$ cat src/verilog/cmp_params.svh
// constants for the comparator control register bank
// assumes 32-bit apb, one register per aligned word
`ifndef CMP_PARAMS_SVH
`define CMP_PARAMS_SVH

// register indices; byte address is four times the index
`define CMP_CTRL_IDX 8'h9A
`define CMP_MODE_IDX 8'h9C
`define CMP_MUX_IDX 8'h9F

`define CMP_CTRL_RST 8'h00
`define CMP_MODE_RST 8'h02
`define CMP_MUX_RST 8'h00

// control register fields
`define CTRL_EN_BIT 7
`define CTRL_OUT_BIT 6
`define CTRL_RISE_BIT 5
`define CTRL_FALL_BIT 4
`define CTRL_HYP_LSB 2
`define CTRL_HYN_LSB 0

// mode register fields
`define MODE_RIE_BIT 5
`define MODE_FIE_BIT 4
`define MODE_MD_LSB 0

// input select fields
`define MUX_NEG_LSB 4
`define MUX_POS_LSB 0

`define SYNC_STAGES 2

`endif

$ cat src/verilog/cmp_pkg.sv
// types shared by the comparator control bank
// assumes cmp_params.svh holds the numbers
package cmp_pkg;

  typedef enum logic [1:0] {
    MODE_FASTEST,
    MODE_FAST,
    MODE_SLOW,
    MODE_SLOWEST
  } resp_mode_e;

  typedef enum logic [1:0] {
    HYST_OFF,
    HYST_5MV,
    HYST_10MV,
    HYST_20MV
  } hyst_e;

  typedef enum logic [1:0] {
    SEL_NONE,
    SEL_CTRL,
    SEL_MODE,
    SEL_MUX
  } reg_sel_e;

  typedef logic [7:0] byte_t;

  typedef struct packed {
    logic cmpEnable;
    logic risingEdgeFlag;
    logic fallingEdgeFlag;
    hyst_e positiveHysteresisSel;
    hyst_e negativeHysteresisSel;
    logic risingEdgeIrqEnable;
    logic fallingEdgeIrqEnable;
    resp_mode_e responseModeSel;
    logic [2:0] negativeInputSel;
    logic [2:0] positiveInputSel;
    logic irqRequest;
    logic pready;
    logic pslverr;
    logic [31:0] prdata;
  } bank_s;

endpackage

$ cat src/verilog/cmp_edge_sync.sv
// synchroniser and edge detector for the comparator output
// assumes cmpAsync is unrelated to core_clk
`timescale 1ns/1ps
`include "cmp_params.svh"

module cmp_edge_sync #(
  parameter int STAGES = `SYNC_STAGES
) (
  input wire logic core_clk,
  input wire logic sys_rst,
  input wire logic cmpAsync,
  output logic cmpLevel,
  output logic risePulse,
  output logic fallPulse
);

  if (STAGES < 2) begin : g_bad_stages
    $error("cmp_edge_sync needs at least two stages");
  end

  typedef struct packed {
    logic [STAGES-1:0] sync;
    logic last;
  } sync_s;

  sync_s state;
  sync_s next_state;

  always_comb begin
    next_state = state;
    next_state.sync = {state.sync[STAGES-2:0], cmpAsync};
    next_state.last = state.sync[STAGES-1];
  end

  always_ff @(posedge core_clk or posedge sys_rst) begin
    if (sys_rst) begin
      state <= '0;
    end else begin
      state <= next_state;
    end
  end

  assign cmpLevel = state.sync[STAGES-1];
  assign risePulse = state.sync[STAGES-1] & ~state.last;
  assign fallPulse = ~state.sync[STAGES-1] & state.last;

endmodule

$ cat src/verilog/comparator_ctrl_and_input_select.sv
// apb register bank for comparator control, mode and input select
// assumes an apb master on core_clk and an async comparator output
//
// Summary of operation
// - bit 6 of control shows live comparator result; writes ignored
// - output state reads 0 when positive input below negative
// - output state reads 1 when positive input above negative
// - rising edge sets bit 5 flag; stays until software writes 0
// - rising flag is 0 only if no rise since last clear
// - falling edge sets bit 4 flag; stays until software writes 0
// - bits 3:2 pick positive hysteresis: off, 5, 10, 20 mV
// - bits 1:0 pick negative hysteresis: off, 5, 10, 20 mV
// - rising edge requests interrupt only with mode bit 5 set
// - falling edge requests interrupt only with mode bit 4 set
// - mode bits 1:0 pick speed/power trade-off, sent to comparator
// - code 00 fastest and hungriest, 11 slowest and frugal
// - mode bits 7:6 and 3:2 read zero, writes ignored
// - control register sits at index 0x9A, no paging
// - input select routes pins to inputs; codes 101-111 reserved
// - input select bits 2:0 choose positive input
// - input select bits 6:4 choose negative input
// - input select bits 7 and 3 read zero, writes ignored
//
// Our own choice: the APB slave port.
`timescale 1ns/1ps
`include "cmp_params.svh"

module comparator_ctrl_and_input_select
  import cmp_pkg::*;
#(
  parameter int ADDR_W = 12,
  parameter int SYNC_STAGES = `SYNC_STAGES
) (
  input wire logic core_clk,
  input wire logic sys_rst,
  input wire logic psel,
  input wire logic penable,
  input wire logic pwrite,
  input wire logic [ADDR_W-1:0] paddr,
  input wire logic [31:0] pwdata,
  output logic [31:0] prdata,
  output logic pready,
  output logic pslverr,
  input wire logic cmpAsync,
  output logic cmpEnable,
  output logic [1:0] positiveHysteresisSel,
  output logic [1:0] negativeHysteresisSel,
  output logic [1:0] responseModeSel,
  output logic [2:0] positiveInputSel,
  output logic [2:0] negativeInputSel,
  output logic irqRequest
);

  if (ADDR_W < 10) begin : g_bad_addr
    $error("ADDR_W too narrow for the register map");
  end

  localparam byte_t CTRL_RST = `CMP_CTRL_RST;
  localparam byte_t MODE_RST = `CMP_MODE_RST;
  localparam byte_t MUX_RST = `CMP_MUX_RST;

  localparam bank_s RESET_STATE = '{
    cmpEnable: CTRL_RST[`CTRL_EN_BIT],
    risingEdgeFlag: CTRL_RST[`CTRL_RISE_BIT],
    fallingEdgeFlag: CTRL_RST[`CTRL_FALL_BIT],
    positiveHysteresisSel: hyst_e'(CTRL_RST[`CTRL_HYP_LSB +: 2]),
    negativeHysteresisSel: hyst_e'(CTRL_RST[`CTRL_HYN_LSB +: 2]),
    risingEdgeIrqEnable: MODE_RST[`MODE_RIE_BIT],
    fallingEdgeIrqEnable: MODE_RST[`MODE_FIE_BIT],
    responseModeSel: resp_mode_e'(MODE_RST[`MODE_MD_LSB +: 2]),
    negativeInputSel: MUX_RST[`MUX_NEG_LSB +: 3],
    positiveInputSel: MUX_RST[`MUX_POS_LSB +: 3],
    irqRequest: 1'b0,
    pready: 1'b0,
    pslverr: 1'b0,
    prdata: 32'h0000_0000
  };

  bank_s state;
  bank_s next_state;

  logic cmpLevel;
  logic risePulse;
  logic fallPulse;

  cmp_edge_sync #(
    .STAGES(SYNC_STAGES)
  ) u_sync (
    .core_clk(core_clk),
    .sys_rst(sys_rst),
    .cmpAsync(cmpAsync),
    .cmpLevel(cmpLevel),
    .risePulse(risePulse),
    .fallPulse(fallPulse)
  );

  function automatic reg_sel_e decodeReg(input logic [ADDR_W-1:0] addr);
    logic [ADDR_W-1:0] ctrlAddr;
    logic [ADDR_W-1:0] modeAddr;
    logic [ADDR_W-1:0] muxAddr;
    ctrlAddr = ADDR_W'({`CMP_CTRL_IDX, 2'b00});
    modeAddr = ADDR_W'({`CMP_MODE_IDX, 2'b00});
    muxAddr = ADDR_W'({`CMP_MUX_IDX, 2'b00});
    if (addr == ctrlAddr) begin
      return SEL_CTRL;
    end else if (addr == modeAddr) begin
      return SEL_MODE;
    end else if (addr == muxAddr) begin
      return SEL_MUX;
    end else begin
      return SEL_NONE;
    end
  endfunction

  logic setupPhase;
  logic accessDone;
  logic wrCtrl;
  logic wrMode;
  logic wrMux;
  reg_sel_e setupSel;
  reg_sel_e accessSel;
  byte_t ctrlView;
  byte_t modeView;
  byte_t muxView;
  byte_t readByte;

  assign setupPhase = psel & ~penable;
  assign accessDone = psel & penable & state.pready;
  assign setupSel = decodeReg(paddr);
  assign accessSel = decodeReg(paddr);
  assign wrCtrl = accessDone & pwrite & (accessSel == SEL_CTRL);
  assign wrMode = accessDone & pwrite & (accessSel == SEL_MODE);
  assign wrMux = accessDone & pwrite & (accessSel == SEL_MUX);

  // register read images
  always_comb begin
    ctrlView = 8'h00;
    ctrlView[`CTRL_OUT_BIT] = cmpLevel;
    ctrlView[`CTRL_EN_BIT] = state.cmpEnable;
    ctrlView[`CTRL_RISE_BIT] = state.risingEdgeFlag;
    ctrlView[`CTRL_FALL_BIT] = state.fallingEdgeFlag;
    ctrlView[`CTRL_HYP_LSB +: 2] = state.positiveHysteresisSel;
    ctrlView[`CTRL_HYN_LSB +: 2] = state.negativeHysteresisSel;
    modeView = 8'h00;
    modeView[`MODE_RIE_BIT] = state.risingEdgeIrqEnable;
    modeView[`MODE_FIE_BIT] = state.fallingEdgeIrqEnable;
    modeView[`MODE_MD_LSB +: 2] = state.responseModeSel;
    muxView = 8'h00;
    muxView[`MUX_NEG_LSB +: 3] = state.negativeInputSel;
    muxView[`MUX_POS_LSB +: 3] = state.positiveInputSel;
    case (setupSel)
      SEL_CTRL: readByte = ctrlView;
      SEL_MODE: readByte = modeView;
      SEL_MUX: readByte = muxView;
      default: readByte = 8'h00;
    endcase
  end

  always_comb begin
    next_state = state;
    // apb: ready in the cycle after setup, one wait-free access
    next_state.pready = setupPhase;
    if (setupPhase) begin
      next_state.prdata = {24'h00_0000, readByte};
      next_state.pslverr = (setupSel == SEL_NONE);
    end
    if (accessDone) begin
      next_state.pslverr = 1'b0;
    end
    if (wrCtrl) begin
      next_state.cmpEnable = pwdata[`CTRL_EN_BIT];
      next_state.positiveHysteresisSel = hyst_e'(pwdata[`CTRL_HYP_LSB +: 2]);
      next_state.negativeHysteresisSel = hyst_e'(pwdata[`CTRL_HYN_LSB +: 2]);
      next_state.risingEdgeFlag = pwdata[`CTRL_RISE_BIT];
      next_state.fallingEdgeFlag = pwdata[`CTRL_FALL_BIT];
    end
    if (risePulse) begin
      next_state.risingEdgeFlag = 1'b1;
    end
    if (fallPulse) begin
      next_state.fallingEdgeFlag = 1'b1;
    end
    if (wrMode) begin
      next_state.risingEdgeIrqEnable = pwdata[`MODE_RIE_BIT];
      next_state.fallingEdgeIrqEnable = pwdata[`MODE_FIE_BIT];
      // response mode to the analog core
      next_state.responseModeSel = resp_mode_e'(pwdata[`MODE_MD_LSB +: 2]);
    end
    if (wrMux) begin
      next_state.positiveInputSel = pwdata[`MUX_POS_LSB +: 3];
      next_state.negativeInputSel = pwdata[`MUX_NEG_LSB +: 3];
    end
    next_state.irqRequest =
      (next_state.risingEdgeFlag & next_state.risingEdgeIrqEnable) |
      (next_state.fallingEdgeFlag & next_state.fallingEdgeIrqEnable);
  end

  always_ff @(posedge core_clk or posedge sys_rst) begin
    if (sys_rst) begin
      state <= RESET_STATE;
    end else begin
      state <= next_state;
    end
  end

  assign prdata = state.prdata;
  assign pready = state.pready;
  assign pslverr = state.pslverr;
  assign cmpEnable = state.cmpEnable;
  assign positiveHysteresisSel = state.positiveHysteresisSel;
  assign negativeHysteresisSel = state.negativeHysteresisSel;
  assign responseModeSel = state.responseModeSel;
  assign positiveInputSel = state.positiveInputSel;
  assign negativeInputSel = state.negativeInputSel;
  assign irqRequest = state.irqRequest;
endmodule

$ cat config.mk
export PLATFORM = sky130hd
export DESIGN_NAME = comparator_ctrl_and_input_select
export DESIGN_NICKNAME = d
export VERILOG_FILES = /design/src/verilog/cmp_pkg.sv /design/src/verilog/cmp_edge_sync.sv /design/src/verilog/comparator_ctrl_and_input_select.sv
export VERILOG_INCLUDE_DIRS = /design/src /design/src/verilog
export SDC_FILE = /design/constraint.sdc
export NUM_CORES = 1
export LEC_CHECK = 0
export ABC_CLOCK_PERIOD_IN_PS = 2700
export BUFFER_PORTS_ARGS = -buffer_cell sky130_fd_sc_hd__buf_2
export CAP_MARGIN = 10
export CORE_MARGIN = 2
export CORE_UTILIZATION = 35
export DETAILED_ROUTE_END_ITERATION = 10
export PLACE_DENSITY = 0.68
export SKIP_CTS_REPAIR_TIMING = 1
export SYNTH_ARGS = -nofsm -noshare
export SYNTH_HDL_FRONTEND = slang
export SYNTH_SLANG_ARGS = --single-unit
$ cat constraint.sdc
create_clock -name core_clk -period 2.7 [get_ports core_clk]
set_input_delay 0.135 -clock core_clk [delete_from_list [all_inputs] [get_ports core_clk]]
set_output_delay 0.135 -clock core_clk [all_outputs]
set_load 0.01 [all_outputs]
# Word-level counts from Yosys, hierarchy flattened
# Cells that the tools add are included.
[classes]
reduce_logical = 2
bitwise_logic = 15
eq_ne = 6
n_mux = 10
[op_table]
columns = ["op", "n"]
rows = [
  ["$eq A12 B10 Y1 const B", 3],
  ["$mux W33", 1],
  ["$pmux W8 S3", 1],
  ["$and A1 B1 Y1", 11],
  ["$mux W2", 3],
  ["$mux W6", 1],
  ["$eq A2 B2 Y1 const B", 2],
  ["$mux W4", 1],
  ["$mux W1", 3],
  ["$not A1 Y1", 3],
  ["$eq A2 B1 Y1 const B", 1],
  ["$logic_not A2 Y1", 1],
  ["$reduce_bool A2 Y1", 1],
  ["$or A1 B1 Y1", 1],
]
[totals]
regBits = 31
wordCells = 49

# Logic depth before layout (Yosys ltp)
# Gate-level depths: netlist of run 1.
[logic_depth]
depth_word = 10
ltp_mapped = 5
mapped_depth_nobuf = 5

# Cells and area by module
# From an unflattened synthesis of run 1, not the netlist that was laid out.
[unflattened]
hier_cells = 139
hier_area_um2 = 1592.8
[by_module_without_submodules]
columns = ["mod", "cells_per_inst", "instances", "area_each_um2", "seq_area_each_um2"]
rows = [
  ["comparator_ctrl_and_input_select", 133, 1, 1498.9, 701.9],
  ["cmp_edge_sync", 6, 1, 93.8, 75.1],
]

# Least setup slack after synthesis of run 1
# OpenSTA, ideal clock, no wires.
[synth_path]
path_type = "input -> register"
startpoint = "input paddr[1]"
endpoint = "register state (netlist bit irqRequest)"
path_slack_ns = 0.779
path_stages = 5
t_arrival_ns = 1.800
path_buffers = 0
setup_time_ns = 0.121
path_cell_list = "or4_4 nor4_4 and2_4 mux2_2 a22o_1"
[synth_rtl]
columns = ["item", "line", "source"]
rows = [
  ["start: declaration", "comparator_ctrl_and_input_select.sv:39", "input wire logic [ADDR_W-1:0] paddr,"],
  ["end signal: assignment", "comparator_ctrl_and_input_select.sv:202", "state <= next_state;"],
  ["end: declaration", "comparator_ctrl_and_input_select.sv:79", "bank_s state;"],
]

==> results of run 1 <==
worst register-to-register path: cells and delay by family (launching register included):
family | cells | cell delay [ps]
muxes | 1 | 350
AOI/OAI and AO/OA | 1 | 240
and+or+nand+nor | 3 | 790
DFF | 1 | 340
logic make-up (layout without fill, tap and decap cells):
group,count (synthesis),after routing
simple gates,30,30
xor+xnor,1,1
other cells,1,24
compound gates,22,22
buf+inv,35,67
flops,31,31
mux,15,15
per-layer routing:
| layer | GRT usage | vias up | wire length, um |
|---|---|---|---|
| met5 | 0 | - | 0 |
| met4 | 0.07051 | 0 | 48 |
| met3 | 0.04618 | 4 | 286 |
| met2 | 0.2159 | 54 | 1585 |
| met1 | 0.1656 | 530 | 1328 |
| li1 | - | 524 | - |
power groups by stage:
stage / Sequential [mW] / Clock (mW) / Combinational (mW)
after floorplan: 0.481 / 0 / 0.0635
after global placement: 0.480 / 0 / 0.0703
after detailed placement: 0.481 / 0 / 0.0716
after CTS: 0.472 / 0.361 / 0.0719
after global routing: 0.472 / 0.385 / 0.0835
final: 0.472 / 0.347 / 0.0736
cell usage in the layout (no fill, tap or decap), types with 2 or more instances in the layout:
cell	n
buf_2	49
dfrtp_1	30
conb_1	24
nand2_1	15
mux2_2	15
o21ai_0	9
clkbuf_8	5
inv_1	4
a222oi_1	4
buf_4	4
nor2_1	3
clkinv_2	3
nand3_1	2
a32o_1	2
a22oi_1	2
dlygate4sd3_1	2
area by class of cell:
type | count | area, um2 | share of cell area
clock buffer | 5 | 68.82 | 0.03747
clock inverter | 3 | 15.01 | 0.008174
inverter | 4 | 15.01 | 0.008174
multi-input combinational | 92 | 600.6 | 0.3270
sequential | 31 | 777.0 | 0.4230
tap | 52 | 65.06 | 0.03542
timing repair buffer | 55 | 295.3 | 0.1608
sequential cells by signal, indices dropped and copies added, names as in the netlist, 2 cells and up:
register / flops
positiveHysteresisSel: 2
prdata: 8
positiveInputSel: 3
modeView: 2
ctrlView: 2
negativeInputSel: 3
negativeHysteresisSel: 2
responseModeSel: 2
how the worst min path moves through the flow:
stage | start | to | depth (start not counted)
CTS | sys_rst | prdata[3]$_DFFE_PP0P_ | 3
detailed placement | sys_rst | prdata[3]$_DFFE_PP0P_ | 3
global route | pwdata[3] | positiveHysteresisSel[1]$_DFFE_PP0P_ | 2
global placement | sys_rst | prdata[3]$_DFFE_PP0P_ | 3
finish | pwdata[3] | positiveHysteresisSel[1]$_DFFE_PP0P_ | 2
floorplan | cmpAsync | u_sync.next_state[2]$_DFF_PP0_ | 0
cell usage after synthesis (all sizes together), types with 2 or more instances:
| cell | number | share of area |
|---|---|---|
| o21ai | 9 | 0.029 |
| a32o | 2 | 0.013 |
| nand2 | 16 | 0.041 |
| nand3 | 2 | 0.0065 |
| a222oi | 4 | 0.026 |
| mux2 | 15 | 0.11 |
| a21o | 2 | 0.011 |
| buf | 30 | 0.15 |
| dfrtp | 30 | 0.49 |
| inv | 4 | 0.0098 |
| a22oi | 2 | 0.0098 |
| nor2 | 3 | 0.0073 |
per-stage QoR:
step                total power [mW]  hold WS, ps  instances  utilization  worst slack, ps
CTS                           0.9047       -66.79        240       0.4231            791.3
global placement              0.5507        236.4        232       0.4036            524.4
global route                  0.9412        82.00        242       0.4277            744.4
floorplan                     0.5450        166.4        158            -            779.3
detailed placement            0.5525        233.7        232       0.4036            501.6
finish                        0.8926        83.57        242       0.4277            790.0
==> reports/metrics.csv, run 1 <==
stage,metric,value,unit
status,run_status,"finished, final reports clean",
power_and_ir_drop,seq_power_share,0.529,
setup_path,startpoint_types,input port,
clocking,numClockSinks,31,
floorplanning,dieHeight,70.23,um
job,drv_cap,0,
clocking,number_of_buffers_created_by_cts,5,
sta,totalNegativeSetupSlack,0,ps
setup_path,path_depth,6,
final_layout,drive_above_1_share,0.4421,
power_and_ir_drop,static-leakage-power,0.9793,nW
floorplanning,start_util,0.3575,
global_route,grt-ovfl-total,0,
clocking,h_tree_levels,2,
setup_path,cp.required,2870,ps
setup_path,cp.buffers_inverters,1,
setup_path,cp.arrival,2080,ps
routing,num_vias,1112,
power_and_ir_drop,power.clock.fraction,0.389,
routing,drt-total-wl,3249,um
setup_path,cpLargestDelayFamily,simple AND/OR/NAND/NOR gates,
setup_path,rrSetupSlack,880,ps
floorplanning,die_w,70.23,um
sta,grt_setup_unrepaired,false,
setup_path,critical_path.endpoint_type,register,
synthesis,synthXorXnorAreaFrac,0.005705,
setup_path,worstReg2RegStart,pready$_DFF_PP0_,
power_and_ir_drop,p_int,0.6712,mW
sta,final_period_minus_worst_setup_slack,1910,ps
final_layout,final_area,1837,um2
global_route,grtUsageTotal,0.1369,
floorplanning,die_area,4932,um2
routing,ant_nets,0,
synthesis,synth_top_family_by_area,buffers and inverters,
power_and_ir_drop,comb_power_share,0.082,
final_layout,antenna_cells_inserted,0,
synthesis,postSynthRegisterBits,31,
power_and_ir_drop,netSwitchingPower,0.2214,mW
sta,finalMaxSlewViolations,0,
final_layout,finalNetCount,239,
routing,detail_route.first_pass.iterations,4,
setup_path,crit_path_cell_trace,"buf_2, or4_4, nor4_4, and2_4, mux2_2, a22o_1",
clocking,worst_setup_hold_path_clk_slew,70,ps
placement,hpwl_after_detailed_placement,2408,um
synthesis,synthesis.area_per_instance,11.37,um2
setup_path,path_max_fanout,5,
synthesis,ys_async_sr_fraction,1.000,
setup_path,r2r-end,irqRequest$_DFF_PP0_,
sta,period_utilization_post_route,0.7074,
synthesis,synthesis.yosys.warnings,0,
synthesis,synth_adder_area_share,0,
setup_path,worstRegToRegCells,5,
routing,first_iter_violations,101,
synthesis,synth_compound_gate_area_share,0.1019,
sta,maxClockFrequency,0.5235,GHz
synthesis,yosys_most_used_dff,dfrtp_1,
placement,portBuffers,49,
final_layout,final.fill_count,427,
sta,setup_violation_total_in_the_final_timing_report,0,
setup_path,slowest_delay,550,ps
routing,route.detailed.wl_per_inst,13.43,um
sta,hold_viol,0,
hold_path,min-delay-path-class,in -> reg,
clocking,cts_root_buf,clkbuf_8,
global_route,antenna_violations_before_repair,0,
synthesis,synth.area.mux_share,0.1100,
synthesis,syn-cell-area,1535,um2
placement,gp_congestion,0.7872,
synthesis,synthCells,135,
routing,drt-vias-per-instance,4.595,
setup_path,crit_start,paddr[1],
power_and_ir_drop,maximum_ir_drop_on_the_vdd_rail,0.2775,mV
routing,drc,0,
synthesis,synth_enable_flop_cells,0,
synthesis,ys_types,30,
setup_path,path_class,in -> reg,
global_route,largest_net_degree_at_the_start_of_global_routing,32,
synthesis,yosysSeqAreaShare,0.5061,
global_route,grt_pass1_vias,1050,
clocking,cts_tree,built,
setup_path,cp-endpoint,irqRequest$_DFF_PP0_,
floorplanning,placementRows,24,
power_and_ir_drop,power-per-cell-area,485.9,nW/um2
global_route,grt_first_pass_wirelength,5092,um
sta,finalClockSkew,4.224,ps
setup_path,critical_path_slowest_stage_cell,or4_4,
power_and_ir_drop,fraction_of_power_spent_switching_nets,0.2480,
clocking,cts.path.max_buffers,2,
floorplanning,io-pin-count,98,
clocking,worstSkewPairLatency,280,ps
synthesis,synth_simple_gate_area_frac,0.1149,
placement,postPlaceCellArea,1733,um2
final_layout,area.growth.synth_to_final,19.64,%
floorplanning,core-area,4294,um2
Power figures use the tool's default switching activity.
==> run 2, diff against run 1 <==
--- a/config.mk
+++ b/config.mk
@@ -6,13 +6,14 @@
 export SDC_FILE = /design/constraint.sdc
 export NUM_CORES = 1
 export LEC_CHECK = 0
-export ABC_CLOCK_PERIOD_IN_PS = 2700
+export ABC_AREA = 1
+export ABC_CLOCK_PERIOD_IN_PS = 1800
 export BUFFER_PORTS_ARGS = -buffer_cell sky130_fd_sc_hd__buf_2
 export CAP_MARGIN = 10
 export CORE_MARGIN = 2
 export CORE_UTILIZATION = 35
 export DETAILED_ROUTE_END_ITERATION = 10
-export PLACE_DENSITY = 0.68
+export PLACE_DENSITY = 0.65
 export SKIP_CTS_REPAIR_TIMING = 1
 export SYNTH_ARGS = -nofsm -noshare
 export SYNTH_HDL_FRONTEND = slang
==> constraint.sdc (replaced) <==
create_clock -name core_clk -period 1.8 [get_ports core_clk]
set_input_delay 0.09 -clock core_clk [delete_from_list [all_inputs] [get_ports core_clk]]
set_output_delay 0.09 -clock core_clk [all_outputs]
set_load 0.01 [all_outputs]
==> run 2 against run 1 <==
  * Global-route usage decreased by 0.69 points
  * Sequential share of layout area decreased by 4.4 points
  * Final area increased by 12%
  * Register-to-register slack got worse by 520 ps
  * Clock-buffer cell count increased by 2
  * Wire length increased by 0.74%
  * Core utilization decreased by 0.20 points
  * Critical endpoint is now negativeInputSel[0]$_DFFE_PP0P_
==> reports/metrics.csv, run 2 <==
stage,metric,value,unit
status,run_status,"finished, final reports clean",
setup_path,slowest_delay,340,ps
power_and_ir_drop,power.clock.fraction,0.373,
setup_path,critical_path_slowest_stage_cell,dfrtp_1,
power_and_ir_drop,static-leakage-power,1.146,nW
placement,portBuffers,49,
floorplanning,die_area,5678,um2
hold_path,min-delay-path-class,in -> reg,
final_layout,drive_above_1_share,0.3294,
routing,drc,0,
setup_path,cp.required,1960,ps
final_layout,layout.cells.non_filler,322,
synthesis,synthesis.yosys.warnings,0,
clocking,cts_tree,built,
final_layout,antenna_cells_inserted,0,
power_and_ir_drop,netSwitchingPower,0.3188,mW
synthesis,yosys.cell_count.top_type,nand2_1,
synthesis,yosys_most_used_dff,dfrtp_1,
floorplanning,core-area,4817,um2
sta,finalClockSkew,3.031,ps
routing,drt-vias-per-instance,4.193,
setup_path,worstRegToRegCells,5,
floorplanning,die_w,75.35,um
synthesis,netlist_top_cells_area,"dfrtp_1 42%, buf_4 13%, nand2_1 11%",
clocking,h_tree_levels,2,
global_route,grt_first_pass_wirelength,5471,um
power_and_ir_drop,seq_power_share,0.530,
final_layout,finalNetCount,304,
sta,final_period_minus_worst_setup_slack,1436,ps
final_layout,area.growth.synth_to_final,15.10,%
global_route,grtUsageTotal,0.1300,
power_and_ir_drop,fraction_of_power_spent_switching_nets,0.2389,
clocking,numClockSinks,31,
synthesis,ys_types,22,
setup_path,path_class,reg -> reg,
setup_path,crit_path_cell_trace,"nand3_1, nor2_8, nand3_2, nand2_1, o21ai_2",
synthesis,synth.cells.most_frequent,"52 x nand2_1, 30 x buf_4, 30 x dfrtp_1, 24 x nand3_1, 17 x inv_1",
synthesis,ys_async_sr_fraction,1.000,
sta,finalMaxSlewViolations,0,
final_layout,final_area,2051,um2
setup_path,worstReg2RegStart,pready$_DFF_PP0_,
clocking,worstSkewPairLatency,270,ps
sta,totalNegativeSetupSlack,0,ps
global_route,grt_pass1_vias,1245,
final_layout,mostFrequentLayoutCell,nand2_1,
synthesis,syn-cell-area,1782,um2
synthesis,yosysTopAreaCellShare,0.4213,
placement,postPlaceCellArea,1949,um2
setup_path,startpoint_types,register,
job,drv_cap,0,
setup_path,cp.arrival,1590,ps
final_layout,most-common-layout-cells,"52 x nand2_1, 49 x buf_2, 30 x dfrtp_1, 24 x nand3_1, 24 x conb_1",
setup_path,r2r-end,negativeInputSel[0]$_DFFE_PP0P_,
placement,gp_congestion,0.7510,
sta,period_utilization_post_route,0.7980,
synthesis,postSynthRegisterBits,31,
clocking,cts_root_buf,clkbuf_8,
power_and_ir_drop,maximum_ir_drop_on_the_vdd_rail,0.3963,mV
clocking,cts.path.max_buffers,2,
synthesis,yosysSeqAreaShare,0.4361,
clocking,number_of_buffers_created_by_cts,5,
setup_path,rrSetupSlack,360,ps
floorplanning,dieHeight,75.35,um
routing,drt-total-wl,3273,um
synthesis,synthesis.area_per_instance,8.734,um2
setup_path,critical_path.endpoint_type,register,
global_route,largest_net_degree_at_the_start_of_global_routing,32,
hold_path,holdPathStages,3,
hold_path,hp-start,pwdata[3],
sta,setup_violation_total_in_the_final_timing_report,0,
routing,ant_nets,0,
placement,hpwl_after_detailed_placement,2551,um
synthesis,synth_top_area_cell,dfrtp_1,
floorplanning,placementRows,25,
power_and_ir_drop,comb_power_share,0.096,
routing,first_iter_violations,52,
clocking,worst_setup_hold_path_clk_slew,60,ps
power_and_ir_drop,power-per-cell-area,650.7,nW/um2
synthesis,synth_enable_flop_cells,0,
routing,route.detailed.wl_per_inst,10.16,um
global_route,antenna_violations_before_repair,0,
sta,hold_viol,0,
power_and_ir_drop,p_int,1.016,mW
final_layout,largest_register_ffs,8,
routing,detail_route.first_pass.iterations,4,
setup_path,path_max_fanout,12,
floorplanning,start_util,0.3699,
hold_path,min_to,positiveHysteresisSel[1]$_DFFE_PP0P_,
routing,num_vias,1350,
global_route,grt-ovfl-total,0,
power_and_ir_drop,fin_total_pwr,1.334,mW
synthesis,synthCells,204,
floorplanning,io-pin-count,98,
placement,place_inst,312,
sta,maxClockFrequency,0.6962,GHz
sta,grt_setup_unrepaired,false,
## run 2: changes by cell type after synthesis, moves of 6 or more
cell     before  now
inv_1         4   17
mux2_2       15    0
nand2_1      15   52
nand3_1       2   24
o21ai_0       9    0
o21ai_1       0   11
o21ai_2       0    6
## run 2: how the worst max path moves through the flow
stage                                start                         endpoint  slack (ps)  cells past startpoint
final                     pready$_DFF_PP0_  negativeInputSel[0]$_DFFE_PP0P_         360                      5
after global routing      pready$_DFF_PP0_  negativeInputSel[0]$_DFFE_PP0P_         230                      5
after CTS                 pready$_DFF_PP0_  negativeInputSel[0]$_DFFE_PP0P_         350                      5
after detailed placement  pready$_DFF_PP0_  negativeInputSel[0]$_DFFE_PP0P_         370                      5
after global placement    pready$_DFF_PP0_  positiveInputSel[0]$_DFFE_PP0P_         380                      5
after floorplan           pready$_DFF_PP0_  positiveInputSel[0]$_DFFE_PP0P_         550                      6
## run 2: layout make-up
cell class / instances / area, um2
Fill cell: 508 / 2766
Sequential cell: 31 / 777.0
Multi-Input combinational cell: 145 / 760.7
Timing Repair Buffer: 53 / 280.3
Tap cell: 67 / 83.83
Clock buffer: 7 / 76.32
Inverter: 18 / 67.56
Clock inverter: 1 / 5.005
## run 2: cell families (layout without fill, tap and decap cells)
| family | count (synthesis) | in the layout | share of synthesized area |
|---|---|---|---|
| AND/OR/NAND/NOR | 104 | 104 | 0.3160 |
| AO/OA/AOI/OAI | 17 | 17 | 0.06039 |
| buffers and inverters | 51 | 79 | 0.1854 |
| other | 1 | 24 | 0.002105 |
| flip-flops | 31 | 31 | 0.4361 |
## run 2: power groups by stage
stage	Clock, mW	Combinational [mW]	Sequential, mW
after floorplan	0	0.118	0.722
after global placement	0	0.125	0.720
after detailed placement	0	0.127	0.720
after CTS	0.519	0.127	0.707
after global routing	0.549	0.149	0.708
final	0.498	0.129	0.708
## run 2: layer usage
layer	GRT usage	vias up	share of wire
li1	-	696	-
met4	0.04678	0	0.012
met2	0.2068	45	0.46
met3	0.04762	4	0.072
met1	0.1632	605	0.46
met5	0	-	0
## run 2: per-stage QoR
step | setup slack [ps] | util | hold slack (ps)
global route | 234.1 | 0.4257 | 50.98
floorplan | 546.8 | - | 121.4
CTS | 350.1 | 0.4216 | -112.2
finish | 363.6 | 0.4257 | 44.60
global placement | 382.2 | 0.4047 | 183.3
detailed placement | 367.1 | 0.4047 | 185.0
## run 2: critical path, delay by kind of cell (launching register included)
family | cells | cell delay [ps]
AND/OR/NAND/NOR | 4 | 920
flip-flops | 1 | 340
AO/OA/AOI/OAI | 1 | 60
